[src/rtl/hcis_pkg.sv]
// Package for the host channel interval and result-code block.
// Assumes a 200 MHz system clock and an AXI4-Lite master with 12-bit addresses.
package hcis_pkg;

  // --------
  // Register indices and decode
  // --------
  // The byte address of each register is four times its index.
  localparam int HCIS_ADDR_W = 12;
  localparam logic [9:0] HCIS_IDX_CLEAR = 10'h1b3;
  localparam logic [9:0] HCIS_IDX_TARGET_SELECT = 10'h1b9;
  localparam logic [9:0] HCIS_IDX_INTERVAL_HIGH = 10'h1ba;
  localparam logic [9:0] HCIS_IDX_INTERVAL_LOW = 10'h1bb;
  localparam logic [9:0] HCIS_IDX_KIND = 10'h1bc;
  localparam logic [9:0] HCIS_IDX_STATUS = 10'h1bd;
  localparam logic [9:0] HCIS_IDX_RESULT = 10'h1be;
  localparam logic [9:0] HCIS_IDX_ENABLE = 10'h1bf;

  // --------
  // Field positions and widths
  // --------
  localparam int HCIS_FUNC_ADDR_LSB = 4;
  localparam int HCIS_EP_NUM_LSB = 0;
  localparam int HCIS_RESULT_LSB = 4;
  localparam int HCIS_IVAL_HIGH_W = 3;
  localparam int HCIS_IVAL_W = 11;
  localparam int HCIS_IRQ_W = 3;
  localparam int HCIS_IRQ_DONE = 0;
  localparam int HCIS_IRQ_ERROR = 1;
  localparam int HCIS_IRQ_TOKEN = 2;

  // --------
  // Reset values
  // --------
  localparam logic [7:0] HCIS_RST_TARGET_SELECT = 8'h00;
  localparam logic [2:0] HCIS_RST_INTERVAL_HIGH = 3'h0;
  localparam logic [7:0] HCIS_RST_INTERVAL_LOW = 8'h00;
  localparam logic [2:0] HCIS_RST_RESULT = 3'h0;
  localparam logic [1:0] HCIS_RST_KIND = 2'h2;
  localparam logic [2:0] HCIS_RST_IRQ = 3'h0;

  // --------
  // Encodings
  // --------
  localparam logic [1:0] HCIS_KIND_BULK = 2'h2;
  localparam logic [1:0] HCIS_KIND_INTERRUPT = 2'h3;
  localparam logic [2:0] HCIS_RESULT_OK = 3'h0;
  localparam logic [2:0] HCIS_RESULT_STALL = 3'h1;
  localparam logic [2:0] HCIS_RESULT_TOO_MUCH_DATA = 3'h2;
  localparam logic [2:0] HCIS_RESULT_SHORT_DATA = 3'h3;
  localparam logic [2:0] HCIS_RESULT_RETRY_FAIL = 3'h4;
  localparam logic [1:0] HCIS_RESP_OKAY = 2'h0;
  localparam logic [1:0] HCIS_RESP_SLVERR = 2'h2;

  // --------
  // Timing
  // --------
  localparam int HCIS_CLK_PERIOD_PS = 5000;
  localparam int HCIS_MFRAME_US = 125;
  localparam int HCIS_MFRAME_CYCLES = HCIS_MFRAME_US * 1000000 / HCIS_CLK_PERIOD_PS;

  // --------
  // Carriers
  // --------
  typedef struct packed {
    logic awvalid;
    logic [HCIS_ADDR_W-1:0] awaddr;
    logic wvalid;
    logic [31:0] wdata;
    logic [3:0] wstrb;
    logic bready;
    logic arvalid;
    logic [HCIS_ADDR_W-1:0] araddr;
    logic rready;
  } hcis_axil_req_s;

  typedef struct packed {
    logic awready;
    logic wready;
    logic bvalid;
    logic [1:0] bresp;
    logic arready;
    logic rvalid;
    logic [31:0] rdata;
    logic [1:0] rresp;
  } hcis_axil_rsp_s;

  // One completed transfer as seen by the serial engine.
  typedef struct packed {
    logic stall;
    logic timeout;
    logic crc_err;
    logic stuff_err;
    logic bad_pid;
    logic split_err;
    logic toggle_bad;
    logic [10:0] rx_bytes;
  } hcis_outcome_s;

endpackage

[src/rtl/hcis_top.sv]
// Host transfer channel: target selection, interrupt polling interval and
// transfer result code, with an AXI4-Lite register slave and one interrupt.
// Assumes the serial engine, total-size counter and max packet size live
// elsewhere on the same clock and reach this block as plain inputs.
//
// Implementation choice: the AXI4-Lite interface to the registers.
`timescale 1ns/1ps
`default_nettype none
module hcis_top #(
  parameter int unsigned P_MFRAME_CYCLES = hcis_pkg::HCIS_MFRAME_CYCLES
) (
  // Clock and reset
  input wire logic I_CLK,
  input wire logic I_SYS_RST,
  // Register bus
  input wire hcis_pkg::hcis_axil_req_s I_AXI,
  output hcis_pkg::hcis_axil_rsp_s O_AXI,
  // Channel context from the rest of the channel
  input wire logic I_CHAN_ACTIVE,
  input wire logic [10:0] I_MAX_PKT_SIZE,
  input wire logic [31:0] I_REMAINING_BYTE_COUNT,
  // Serial engine events
  input wire logic I_TOKEN_SENT,
  input wire logic I_RETRY_REQ,
  input wire logic I_XFER_DONE,
  input wire hcis_pkg::hcis_outcome_s I_OUTCOME,
  // Channel outputs
  output logic [3:0] O_TARGET_FUNCTION_ADDR,
  output logic [3:0] O_TARGET_ENDPOINT_NUM,
  output logic [1:0] O_TRANSFER_KIND,
  output logic O_TOKEN_DUE,
  output logic [2:0] O_TRANSFER_RESULT_CODE,
  output logic O_IRQ
);
  import hcis_pkg::*;

  // --------
  // State
  // --------
  typedef struct packed {
    logic [7:0] target_select;
    logic [HCIS_IVAL_HIGH_W-1:0] ival_high;
    logic [7:0] ival_low;
    logic [2:0] result;
    logic [1:0] kind;
    logic [HCIS_IRQ_W-1:0] irq_stat;
    logic [HCIS_IRQ_W-1:0] irq_en;
    logic aw_got;
    logic [HCIS_ADDR_W-1:0] aw_addr;
    logic w_got;
    logic [31:0] w_data;
    logic [3:0] w_strb;
    logic bvalid;
    logic [1:0] bresp;
    logic rvalid;
    logic [31:0] rdata;
    logic [1:0] rresp;
    logic [HCIS_IVAL_W-1:0] mf_cnt;
    logic due;
  } hcis_state_s;

  hcis_state_s s_r;
  hcis_state_s s_nxt;

  logic mf_tick;
  logic aw_take;
  logic w_take;
  logic ar_take;
  logic have_aw;
  logic have_w;
  logic do_write;
  logic [HCIS_ADDR_W-1:0] wr_addr;
  logic [31:0] wr_data;
  logic [3:0] wr_strb;
  logic [HCIS_IVAL_W-1:0] interval;
  logic pacing_on;
  logic over_max;
  logic over_remaining;
  logic under;
  logic line_err;
  logic [2:0] outcome_code;
  logic [HCIS_IRQ_W-1:0] irq_set;
  logic [HCIS_IRQ_W-1:0] irq_clr;

  // --------
  // Microframe time base
  // --------
  hcis_tick_div #(
    .P_CYCLES(P_MFRAME_CYCLES)
  ) u_tick (
    .i_clk(I_CLK),
    .i_rst(I_SYS_RST),
    .o_tick(mf_tick)
  );

  // --------
  // Address decode
  // --------
  function automatic logic [HCIS_ADDR_W-1:0] byte_addr(input logic [9:0] idx);
    byte_addr = {idx, 2'b00};
  endfunction

  function automatic logic is_mapped(input logic [HCIS_ADDR_W-1:0] a);
    is_mapped = (a == byte_addr(HCIS_IDX_TARGET_SELECT)) ||
                (a == byte_addr(HCIS_IDX_INTERVAL_HIGH)) ||
                (a == byte_addr(HCIS_IDX_INTERVAL_LOW)) ||
                (a == byte_addr(HCIS_IDX_RESULT)) ||
                (a == byte_addr(HCIS_IDX_KIND)) ||
                (a == byte_addr(HCIS_IDX_STATUS)) ||
                (a == byte_addr(HCIS_IDX_ENABLE)) ||
                (a == byte_addr(HCIS_IDX_CLEAR));
  endfunction

  // --------
  // Bus handshakes
  // --------
  // Address and data are taken independently; the write lands once both
  // are held and no response is still waiting for bready.
  assign O_AXI.awready = !s_r.aw_got && !s_r.bvalid;
  assign O_AXI.wready = !s_r.w_got && !s_r.bvalid;
  assign O_AXI.bvalid = s_r.bvalid;
  assign O_AXI.bresp = s_r.bresp;
  assign O_AXI.arready = !s_r.rvalid;
  assign O_AXI.rvalid = s_r.rvalid;
  assign O_AXI.rdata = s_r.rdata;
  assign O_AXI.rresp = s_r.rresp;

  assign aw_take = I_AXI.awvalid && O_AXI.awready;
  assign w_take = I_AXI.wvalid && O_AXI.wready;
  assign ar_take = I_AXI.arvalid && O_AXI.arready;
  assign have_aw = s_r.aw_got || aw_take;
  assign have_w = s_r.w_got || w_take;
  assign do_write = have_aw && have_w && !s_r.bvalid;
  assign wr_addr = s_r.aw_got ? s_r.aw_addr : I_AXI.awaddr;
  assign wr_data = s_r.w_got ? s_r.w_data : I_AXI.wdata;
  assign wr_strb = s_r.w_got ? s_r.w_strb : I_AXI.wstrb;

  // --------
  // Interval pacing
  // --------
  // Frame steps sit above three microframe bits, so the raw 11-bit value is
  // already the period in microframes for either granularity.
  assign interval = {s_r.ival_high, s_r.ival_low};
  // Pacing relies on software keeping to one granularity; a mixed value is
  // simply taken as a microframe count.
  assign pacing_on = (s_r.kind == HCIS_KIND_INTERRUPT) &&
                     (interval != '0);

  // --------
  // Result classification
  // --------
  assign over_max = I_OUTCOME.rx_bytes > I_MAX_PKT_SIZE;
  assign over_remaining = {21'h0, I_OUTCOME.rx_bytes} > I_REMAINING_BYTE_COUNT;
  assign under = (I_OUTCOME.rx_bytes < I_MAX_PKT_SIZE) &&
                 ({21'h0, I_OUTCOME.rx_bytes} < I_REMAINING_BYTE_COUNT);
  assign line_err = I_OUTCOME.timeout || I_OUTCOME.crc_err || I_OUTCOME.stuff_err ||
                    I_OUTCOME.bad_pid || I_OUTCOME.split_err;

  // Line errors outrank every length check, so a damaged packet is retried
  // rather than trusted for its length.
  always_comb begin
    if (line_err) begin
      outcome_code = HCIS_RESULT_RETRY_FAIL;
    end else if (I_OUTCOME.stall) begin
      outcome_code = HCIS_RESULT_STALL;
    end else if (over_max) begin
      outcome_code = HCIS_RESULT_TOO_MUCH_DATA;
    end else if (I_OUTCOME.toggle_bad) begin
      outcome_code = HCIS_RESULT_RETRY_FAIL;
    end else if (over_remaining) begin
      outcome_code = HCIS_RESULT_TOO_MUCH_DATA;
    end else if (under) begin
      outcome_code = HCIS_RESULT_SHORT_DATA;
    end else begin
      outcome_code = HCIS_RESULT_OK;
    end
  end

  // --------
  // Interrupt events
  // --------
  always_comb begin
    irq_set = '0;
    irq_set[HCIS_IRQ_DONE] = I_XFER_DONE;
    irq_set[HCIS_IRQ_ERROR] = I_XFER_DONE && (outcome_code != HCIS_RESULT_OK);
    irq_clr = '0;
    if (do_write && wr_strb[0] && (wr_addr == byte_addr(HCIS_IDX_CLEAR))) begin
      irq_clr = wr_data[HCIS_IRQ_W-1:0];
    end
  end

  // --------
  // Next state
  // --------
  always_comb begin
    s_nxt = s_r;

    // Write channel.
    if (aw_take) begin
      s_nxt.aw_got = 1'b1;
      s_nxt.aw_addr = I_AXI.awaddr;
    end
    if (w_take) begin
      s_nxt.w_got = 1'b1;
      s_nxt.w_data = I_AXI.wdata;
      s_nxt.w_strb = I_AXI.wstrb;
    end
    if (do_write) begin
      s_nxt.aw_got = 1'b0;
      s_nxt.w_got = 1'b0;
      s_nxt.bvalid = 1'b1;
      s_nxt.bresp = is_mapped(wr_addr) ? HCIS_RESP_OKAY : HCIS_RESP_SLVERR;
      if (wr_strb[0]) begin
        if (wr_addr == byte_addr(HCIS_IDX_TARGET_SELECT)) begin
          s_nxt.target_select = wr_data[7:0];
        end
        if (wr_addr == byte_addr(HCIS_IDX_INTERVAL_HIGH)) begin
          s_nxt.ival_high = wr_data[HCIS_IVAL_HIGH_W-1:0];
        end
        if (wr_addr == byte_addr(HCIS_IDX_INTERVAL_LOW)) begin
          s_nxt.ival_low = wr_data[7:0];
        end
        if (wr_addr == byte_addr(HCIS_IDX_KIND)) begin
          s_nxt.kind = wr_data[1:0];
        end
        if (wr_addr == byte_addr(HCIS_IDX_ENABLE)) begin
          s_nxt.irq_en = wr_data[HCIS_IRQ_W-1:0];
        end
      end
    end else if (s_r.bvalid && I_AXI.bready) begin
      s_nxt.bvalid = 1'b0;
    end

    // Read channel.
    if (ar_take) begin
      s_nxt.rvalid = 1'b1;
      s_nxt.rresp = is_mapped(I_AXI.araddr) ? HCIS_RESP_OKAY : HCIS_RESP_SLVERR;
      s_nxt.rdata = 32'h0;
      if (I_AXI.araddr == byte_addr(HCIS_IDX_TARGET_SELECT)) begin
        s_nxt.rdata[7:0] = s_r.target_select;
      end
      if (I_AXI.araddr == byte_addr(HCIS_IDX_INTERVAL_HIGH)) begin
        s_nxt.rdata[HCIS_IVAL_HIGH_W-1:0] = s_r.ival_high;
      end
      if (I_AXI.araddr == byte_addr(HCIS_IDX_INTERVAL_LOW)) begin
        s_nxt.rdata[7:0] = s_r.ival_low;
      end
      if (I_AXI.araddr == byte_addr(HCIS_IDX_RESULT)) begin
        s_nxt.rdata[HCIS_RESULT_LSB +: 3] = s_r.result;
      end
      if (I_AXI.araddr == byte_addr(HCIS_IDX_KIND)) begin
        s_nxt.rdata[1:0] = s_r.kind;
      end
      if (I_AXI.araddr == byte_addr(HCIS_IDX_STATUS)) begin
        s_nxt.rdata[HCIS_IRQ_W-1:0] = s_r.irq_stat;
      end
      if (I_AXI.araddr == byte_addr(HCIS_IDX_ENABLE)) begin
        s_nxt.rdata[HCIS_IRQ_W-1:0] = s_r.irq_en;
      end
    end else if (s_r.rvalid && I_AXI.rready) begin
      s_nxt.rvalid = 1'b0;
    end

    // Token pacing. A rewrite of the interval restarts the period so a new
    // setting never fires early off a stale count.
    if (!pacing_on || !I_CHAN_ACTIVE) begin
      s_nxt.mf_cnt = '0;
      s_nxt.due = 1'b0;
    end else if (I_RETRY_REQ) begin
      s_nxt.mf_cnt = '0;
      s_nxt.due = 1'b0;
    end else begin
      if (I_TOKEN_SENT) begin
        s_nxt.due = 1'b0;
      end
      if (mf_tick) begin
        if (s_r.mf_cnt >= interval - 11'h1) begin
          s_nxt.mf_cnt = '0;
          s_nxt.due = 1'b1;
        end else begin
          s_nxt.mf_cnt = s_r.mf_cnt + 11'h1;
        end
      end
    end
    if (do_write && ((wr_addr == byte_addr(HCIS_IDX_INTERVAL_HIGH)) ||
                     (wr_addr == byte_addr(HCIS_IDX_INTERVAL_LOW)))) begin
      s_nxt.mf_cnt = '0;
    end

    // Result and sticky status; a new event wins over a clear in the same cycle.
    if (I_XFER_DONE) begin
      s_nxt.result = outcome_code;
    end
    s_nxt.irq_stat = (s_r.irq_stat & ~irq_clr) | irq_set;
    if (!s_r.due && s_nxt.due) begin
      s_nxt.irq_stat[HCIS_IRQ_TOKEN] = 1'b1;
    end
  end

  // --------
  // Registers
  // --------
  always_ff @(posedge I_CLK) begin
    if (I_SYS_RST) begin
      s_r <= '0;
      s_r.target_select <= HCIS_RST_TARGET_SELECT;
      s_r.ival_high <= HCIS_RST_INTERVAL_HIGH;
      s_r.ival_low <= HCIS_RST_INTERVAL_LOW;
      s_r.result <= HCIS_RST_RESULT;
      s_r.kind <= HCIS_RST_KIND;
      s_r.irq_stat <= HCIS_RST_IRQ;
      s_r.irq_en <= HCIS_RST_IRQ;
    end else begin
      s_r <= s_nxt;
    end
  end

  // --------
  // Outputs
  // --------
  // Outside interrupt pacing tokens may go whenever the channel runs.
  assign O_TARGET_FUNCTION_ADDR = s_r.target_select[HCIS_FUNC_ADDR_LSB +: 4];
  assign O_TARGET_ENDPOINT_NUM = s_r.target_select[HCIS_EP_NUM_LSB +: 4];
  assign O_TRANSFER_KIND = s_r.kind;
  assign O_TOKEN_DUE = pacing_on ? s_r.due : I_CHAN_ACTIVE;
  assign O_TRANSFER_RESULT_CODE = s_r.result;
  assign O_IRQ = |(s_r.irq_stat & s_r.irq_en);
endmodule
`default_nettype wire

[src/rtl/hcis_tick_div.sv]
// Microframe tick divider for the host channel interval block.
// Assumes one clock domain; the tick is a one-cycle enable, not a clock.
`timescale 1ns/1ps
`default_nettype none
module hcis_tick_div #(
  parameter int unsigned P_CYCLES = 25000
) (
  // Clock and reset
  input wire logic i_clk,
  input wire logic i_rst,
  // Tick
  output logic o_tick
);
  import hcis_pkg::*;

  typedef struct packed {
    logic [31:0] cnt;
    logic tick;
  } hcis_div_s;

  hcis_div_s s_r;
  hcis_div_s s_nxt;

  always_comb begin
    s_nxt = s_r;
    s_nxt.tick = 1'b0;
    if (s_r.cnt >= P_CYCLES - 1) begin
      s_nxt.cnt = 32'h0;
      s_nxt.tick = 1'b1;
    end else begin
      s_nxt.cnt = s_r.cnt + 32'h1;
    end
  end

  always_ff @(posedge i_clk) begin
    if (i_rst) begin
      s_r <= '0;
    end else begin
      s_r <= s_nxt;
    end
  end

  assign o_tick = s_r.tick;
endmodule
`default_nettype wire

[config.mk]
export PLATFORM = sky130hd
export DESIGN_NAME = hcis_top
export DESIGN_NICKNAME = d
export VERILOG_FILES = /design/src/rtl/hcis_pkg.sv /design/src/rtl/hcis_top.sv /design/src/rtl/hcis_tick_div.sv
export SDC_FILE = /design/constraint.sdc
export NUM_CORES = 1
export LEC_CHECK = 0
export BUFFER_PORTS_ARGS = -buffer_cell sky130_fd_sc_hd__buf_2
export CORE_UTILIZATION = 47
export DETAILED_ROUTE_END_ITERATION = 7
export PLACE_DENSITY = 0.87
export SLEW_MARGIN = 20
export SYNTH_ARGS = -nofsm -noshare
export SYNTH_HDL_FRONTEND = slang
export SYNTH_SLANG_ARGS = --single-unit
[constraint.sdc]
create_clock -name I_CLK -period 2.9 [get_ports I_CLK]
set_input_delay 0.58 -clock I_CLK [delete_from_list [all_inputs] [get_ports I_CLK]]
set_output_delay 0.58 -clock I_CLK [all_outputs]
set_load 0.02 [all_outputs]
==> flow_summary.json, run 1 <==
{
  "final_area_um2": 7110,
  "rsz0062_at_grt": "false",
  "total_power_mw": 3.18,
  "cp-end-kind": "flop",
  "wirelength_mm": 13.8,
  "antenna_found_initial": 1,
  "vias": 5363,
  "maxSlewViolCount": 0,
  "ys_ff_latch": 110,
  "cp.arrival_ns": 2.93,
  "cts.sinks": 110,
  "r2r_setup_slack_ns": 0.20,
  "ys_top_cells_by_area": "dfxtp_1 (36%), ha_1 (7.4%), buf_4 (6.4%)",
  "ff_latch_area_um2": 2200,
  "p_leak_nw": 3.17,
  "syn-instance-count": 714,
  "clockRootBuffer": "clkbuf_16",
  "path_class": "reg2reg",
  "grt_pass1_wl_mm": 22.6,
  "max_freq_mhz": 370,
  "rows": 41,
  "placed_cell_area_um2": 6740,
  "fin_nets": 1016,
  "fin_skew_ns": 0.00780,
  "drtPass1Iterations": 5,
  "ctsLongestPathBuffers": 2,
  "worst_slew_pin_slew_ns": 0.694,
  "grt_pass1_vias": 4982,
  "clk_pin_slew_ns": 0.07,
  "place_inst": 1005,
  "setup_viol": 0,
  "vias_per_cell": 5.24,
  "r2r-end": "s_r[105]",
  "synth_top_area_share_pct": 36.3,
  "drv_cap": 0,
  "synth_top_flop_cell": "dfxtp_1",
  "dieHeight_um": 116,
  "setup.worst_path.start": "interval[1]",
  "drtAntennaViolNets": 0,
  "yosysTopAreaCell": "dfxtp_1",
  "multi_input_area_um2": 3450,
  "yosysWarnings": 0,
  "gp_congestion": 0.907,
  "syn-mean-instance-area_um2": 8.49,
  "grt_use_total_pct": 21.5,
  "crit_fanout": 6,
  "r2r_start": "interval[1]",
  "cts-htree-levels": 3,
  "synth_edf_count": 0,
  "die_x_um": 116,
  "die_area_um2": 13400,
  "cp_data_required_time_ns": 3.13,
  "fin_hold_ws_ns": 0.405,
  "worst_setup_path_start_kind": "flop",
  "io_buffers": 134,
  "num_antenna_cells": 0,
  "stdcell_count": 1023,
  "p_per_area_nw_per_um2": 448,
  "ctsHoldBuffers": 0,
  "setup_slack_ns": 0.196,
  "cp-endpoint": "s_r[105]",
  "cts_inserted_buffers": 9,
  "wire_per_inst_um": 13.5,
  "grt_max_degree": 66,
  "core_um2": 12600,
  "drc": 0,
  "netlist_area_um2": 6060,
  "period_needed_ns": 2.70,
  "hold_viol_final": 0,
  "overflow": 0,
  "io_pins": 188,
  "ys_types": 65,
  "holdCritStartpoint": "I_AXI[0]",
  "place_ws_ns": -0.164,
  "clock_latency_ns": 0.35,
  "start_util_pct": 48.0,
  "outcome": "complete, no violations",
  "area_growth_pct": 17.3,
  "period_share_pct": 93.2,
  "layout-drive-gt1-share_pct": 23.9,
  "cts_tree": "done",
  "vdd_drop_max_mv": 0.317,
  "min_path_type": "in2reg",
  "dp_hpwl_mm": 10.7,
  "fillers": 1128,
  "slew_headroom_pct": 53.7,
  "ys_seq_area_share_pct": 36.3,
  "drt_iter0_drc": 390,
  "synthArstFlopShare_pct": 0,
  "reg2reg_depth": 14
}
-- timing repair --
item / in CTS / in global routing
buffers inserted: 0 / 5
endpoints found under the setup margin: 13 / 13
resized for setup: 5 / 15
hold endpoints to repair: 0 / 0
pin swaps: 0 / 10
cloned: 0 / 0
-- power by group --
| group | switching (mW) | internal, mW |
|---|---|---|
| clock | 0.526 | 0.598 |
| sequential | 0.0342 | 1.56 |
| combinational | 0.281 | 0.179 |
| total | 0.841 | 2.34 |
-- final cells by class --
class                      instances  area share (%)
sequential                       110            31.0
multi-input combinational        535            48.6
inverter                          37            1.95
clock buffer                      11            3.41
timing repair buffer             155            11.7
tap                              172            3.03
clock inverter                     3           0.299
-- synth_stat cells, types with 7 or more instances --
library cell	count
a21o_1	7
nand3_1	19
nor3_1	17
xnor2_1	12
nand4_1	9
dfxtp_1	110
clkbuf_1	16
mux2i_1	14
ha_1	36
nand2_1	83
mux2_2	8
nor2b_1	8
buf_4	52
nor2_1	84
a21oi_1	43
o21ai_0	18
inv_1	37
a211oi_1	27
nor4_1	9
xor2_1	16
-- state kept, by name, indices dropped and copies added (netlist names) --
signal	cells
u_tick.s_r	32
O_TARGET_ENDPOINT_NUM	4
interval	11
O_TARGET_FUNCTION_ADDR	4
s_r	41
u_tick.o_tick	1
O_AXI	12
O_TRANSFER_RESULT_CODE	3
O_TRANSFER_KIND	2
-- cell usage in the layout (no fill, tap or decap), types with 5 or more instances in the layout --
cell type  synthesis  final
nand2_1           83     82
a211oi_1          27     26
mux2i_1           14     14
nor2_1            84     83
and3_1             6      6
ha_1              36     35
clkbuf_16          0      9
nand3b_1           5      5
a21oi_1           43     43
nand3_1           19     19
a221oi_1           6      6
xor2_1            16     16
nand4_1            9      9
nor2b_1            8      8
dfxtp_1          110    108
nor3_1            17     16
buf_2              1    134
conb_1             1     43
buf_4             52     20
o21ai_0           18     17
a21o_1             7      7
mux2_2             8      8
inv_1             37     35
xnor2_1           12     12
nor4_1             9      9
-- through the flow --
step | setup TNS [ns] | util (%)
after floorplan | 0 | -
after global placement | 0 | 53.4
after detailed placement | -1.36 | 53.4
after CTS | 0 | 55.7
after global routing | 0 | 56.3
final | 0 | 56.3
-- worst min-delay path by stage --
stage	endpoint	slack [ns]	depth (start not counted)
final	O_AXI[34]	0.41	2
after global routing	O_AXI[34]	0.40	2
after CTS	O_AXI[34]	0.40	2
after detailed placement	s_r[57]	0.45	2
after global placement	u_tick.s_r[1]	0.44	1
after floorplan	u_tick.s_r[1]	0.43	1
-- kinds of logic after synthesis --
| logic type | after synthesis | share of synthesized area (%) |
|---|---|---|
| flip-flops | 110 | 36.3 |
| AND/OR/NAND/NOR | 271 | 22.6 |
| adder cells (fa/ha/maj) | 36 | 7.43 |
| XOR/XNOR | 28 | 4.05 |
| AO/OA/AOI/OAI | 135 | 15.2 |
| other | 1 | 0.0619 |
| multiplexers | 22 | 3.80 |
| buffers and inverters | 111 | 10.5 |
-- layer usage --
layer | up-vias | track usage, % | wire length [um]
met5 | - | 0 | 13
met4 | 2 | 8.23 | 304
met3 | 24 | 5.28 | 862
met2 | 189 | 34.9 | 6480
met1 | 2464 | 27.6 | 6150
li1 | 2684 | - | -
-- critical path: stages, from the launching register on --
cell,delay [ns]
dfxtp_2,0.32
inv_2,0.07
ha_4,0.14
nand2_4,0.06
nor3_4,0.19
nor3b_4,0.22
xnor2_1,0.09
ha_1,0.33
a211oi_2,0.24
nand2_1,0.13
a211o_1,0.27
a31oi_2,0.16
buf_6,0.15
nand3b_1,0.13
o21ai_1,0.07
Note: power is estimated with default switching activity, not from simulation.
==> inputs of run 2 (changes only) <==
CTS_BUF_LIST = sky130_fd_sc_hd__clkbuf_8   (was unset)
==> run 2 against run 1 <==
  * Non-clock buffer count grew 1
  * Sequential share of layout area grew 0.46 points
  * Final cell count is essentially flat
  * Clock power shrank 27%
  * Critical path type is now reg2out
  * Combinational power is essentially flat
  * Largest power group unchanged
  * Die area is the same
  * Flip-flop and latch count is the same
  * Critical path depth shrank 6
  * Largest cell class unchanged
  * Cell area shrank 1.6%
  * Total power shrank 9.6%
  * Register-to-register slack is essentially flat
==> flow_summary.json, run 2 (synthesis gave the netlist of run 1 again) <==
{
  "p_per_area_nw_per_um2": 411,
  "worst_slew_pin_slew_ns": 0.695,
  "clk_pin_slew_ns": 0.10,
  "grt_max_degree": 66,
  "drc": 0,
  "cp.arrival_ns": 2.16,
  "drv_cap": 0,
  "clock_latency_ns": 0.38,
  "drt_iter0_drc": 427,
  "cp-end-kind": "primary output",
  "hold_viol_final": 0,
  "cp_data_required_time_ns": 2.32,
  "setup_tns_ns": 0,
  "gp_congestion": 0.907,
  "antenna_found_initial": 1,
  "grt_pass1_vias": 4940,
  "fin_util_pct": 55.4,
  "vias_per_cell": 5.27,
  "worst_setup_path_start_kind": "flop",
  "num_antenna_cells": 0,
  "wire_per_inst_um": 13.5,
  "io_pins": 188,
  "grt_use_total_pct": 21.4,
  "drtAntennaViolNets": 0,
  "wirelength_mm": 13.9,
  "ctsLongestPathBuffers": 2,
  "vias": 5401,
  "final_cell_mix": "buf_2 (134), dfxtp_1 (110), nor2_1 (83)",
  "start_util_pct": 48.0,
  "layout_commonest_cell": "buf_2",
  "largest_reg_flops": 41,
  "grt_pass1_wl_mm": 22.5,
  "layout-drive-gt1-share_pct": 23.5,
  "dp_hpwl_mm": 10.7,
  "clockRootBuffer": "clkbuf_8",
  "ctsHoldBuffers": 0,
  "slew_headroom_pct": 53.7,
  "placed_cell_area_um2": 6740,
  "cp_cell_sequence": "inv_2 > ha_4 > nand2_4 > nor4bb_1 > buf_4 > a21oi_1 > mux2_2 > buf_2",
  "max_freq_mhz": 365,
  "die_x_um": 116,
  "fin_hold_ws_ns": 0.372,
  "die_area_um2": 13400,
  "fin_nets": 1017,
  "rows": 41,
  "cts.sinks": 110,
  "setup_viol": 0,
  "crit_fanout": 3,
  "io_buffers": 134,
  "drtPass1Iterations": 5,
  "maxSlewViolCount": 0,
  "rsz0062_at_grt": "false",
  "slowest_delay_ns": 0.45,
  "min_path_type": "in2reg",
  "dieHeight_um": 116,
  "period_share_pct": 94.5,
  "final_area_um2": 7000,
  "p_leak_nw": 3.13,
  "cts_tree": "done",
  "fin_skew_ns": 0.00861,
  "top_register": "s_r",
  "area_growth_pct": 15.4,
  "path_class": "reg2out",
  "cts-htree-levels": 3,
  "period_needed_ns": 2.74,
  "core_um2": 12600,
  "outcome": "complete, no violations",
  "slowest_stage": "nor4bb_1",
  "overflow": 0,
  "vdd_drop_max_mv": 0.252,
  "cts_inserted_buffers": 9
}
run 2: changes by cell type in the layout (fill, tap and decap cells not counted), sizes merged:
cell | previous run | this run
buf | 155 | 156
clkbuf | 11 | 10
inv | 38 | 39
run 2: layout make-up:
| cell class | instances | area [um^2] |
|---|---|---|
| fill | 1153 | 5620 |
| multi-input combinational | 535 | 3440 |
| sequential | 110 | 2200 |
| timing repair buffer | 156 | 836 |
| tap | 172 | 215 |
| inverter | 37 | 139 |
| clock buffer | 10 | 138 |
| clock inverter | 4 | 25.0 |
run 2: path summary, 6_finish.rpt:
check	start	endpoint	slack (ns)	depth (start not counted)
min reg2reg	s_r[91]	s_r[91]	0.46	2
max	interval[1]	O_TOKEN_DUE	0.16	8
min	I_AXI[0]	O_AXI[34]	0.37	2
max reg2reg	interval[1]	s_r[105]	0.19	13
run 2: per-layer routing:
layer / part of all wire (%) / global-route usage (%)
met5: 0.094 / 0
met4: 2.1 / 8.83
met3: 6.2 / 4.55
met2: 47 / 34.6
met1: 45 / 27.8
run 2: where the power goes:
part	switching, mW	internal [mW]
clock	0.494	0.325
combinational	0.281	0.179
sequential	0.0343	1.56
total	0.810	2.07
run 2: critical path, delay by kind of cell (launching register included):
family	cells	cell delay, ns
DFF	1	0.33
buffers and inverters	3	0.44
and+or+nand+nor	2	0.51
adders and majority gates	1	0.15
AOI/OAI and AO/OA	1	0.08
muxes	1	0.28
run 2: what timing repair did:
item                       CTS  global route
setup buffers                0             5
hold endpoints to repair     0             0
gates cloned                 0             0
pin swaps                    0            11
gates resized for setup      3            11
setup endpoints to repair   12            14
run 2: stage by stage:
stage	power (mW)	cells	setup slack [ns]
2_1_floorplan	1.97	756	0.0301
3_3_place_gp	2.08	1005	0.0185
3_5_place_dp	2.09	1005	-0.164
4_1_cts	2.89	1019	0.0139
5_1_grt	3.02	1024	0.0421
6_report	2.88	1024	0.159
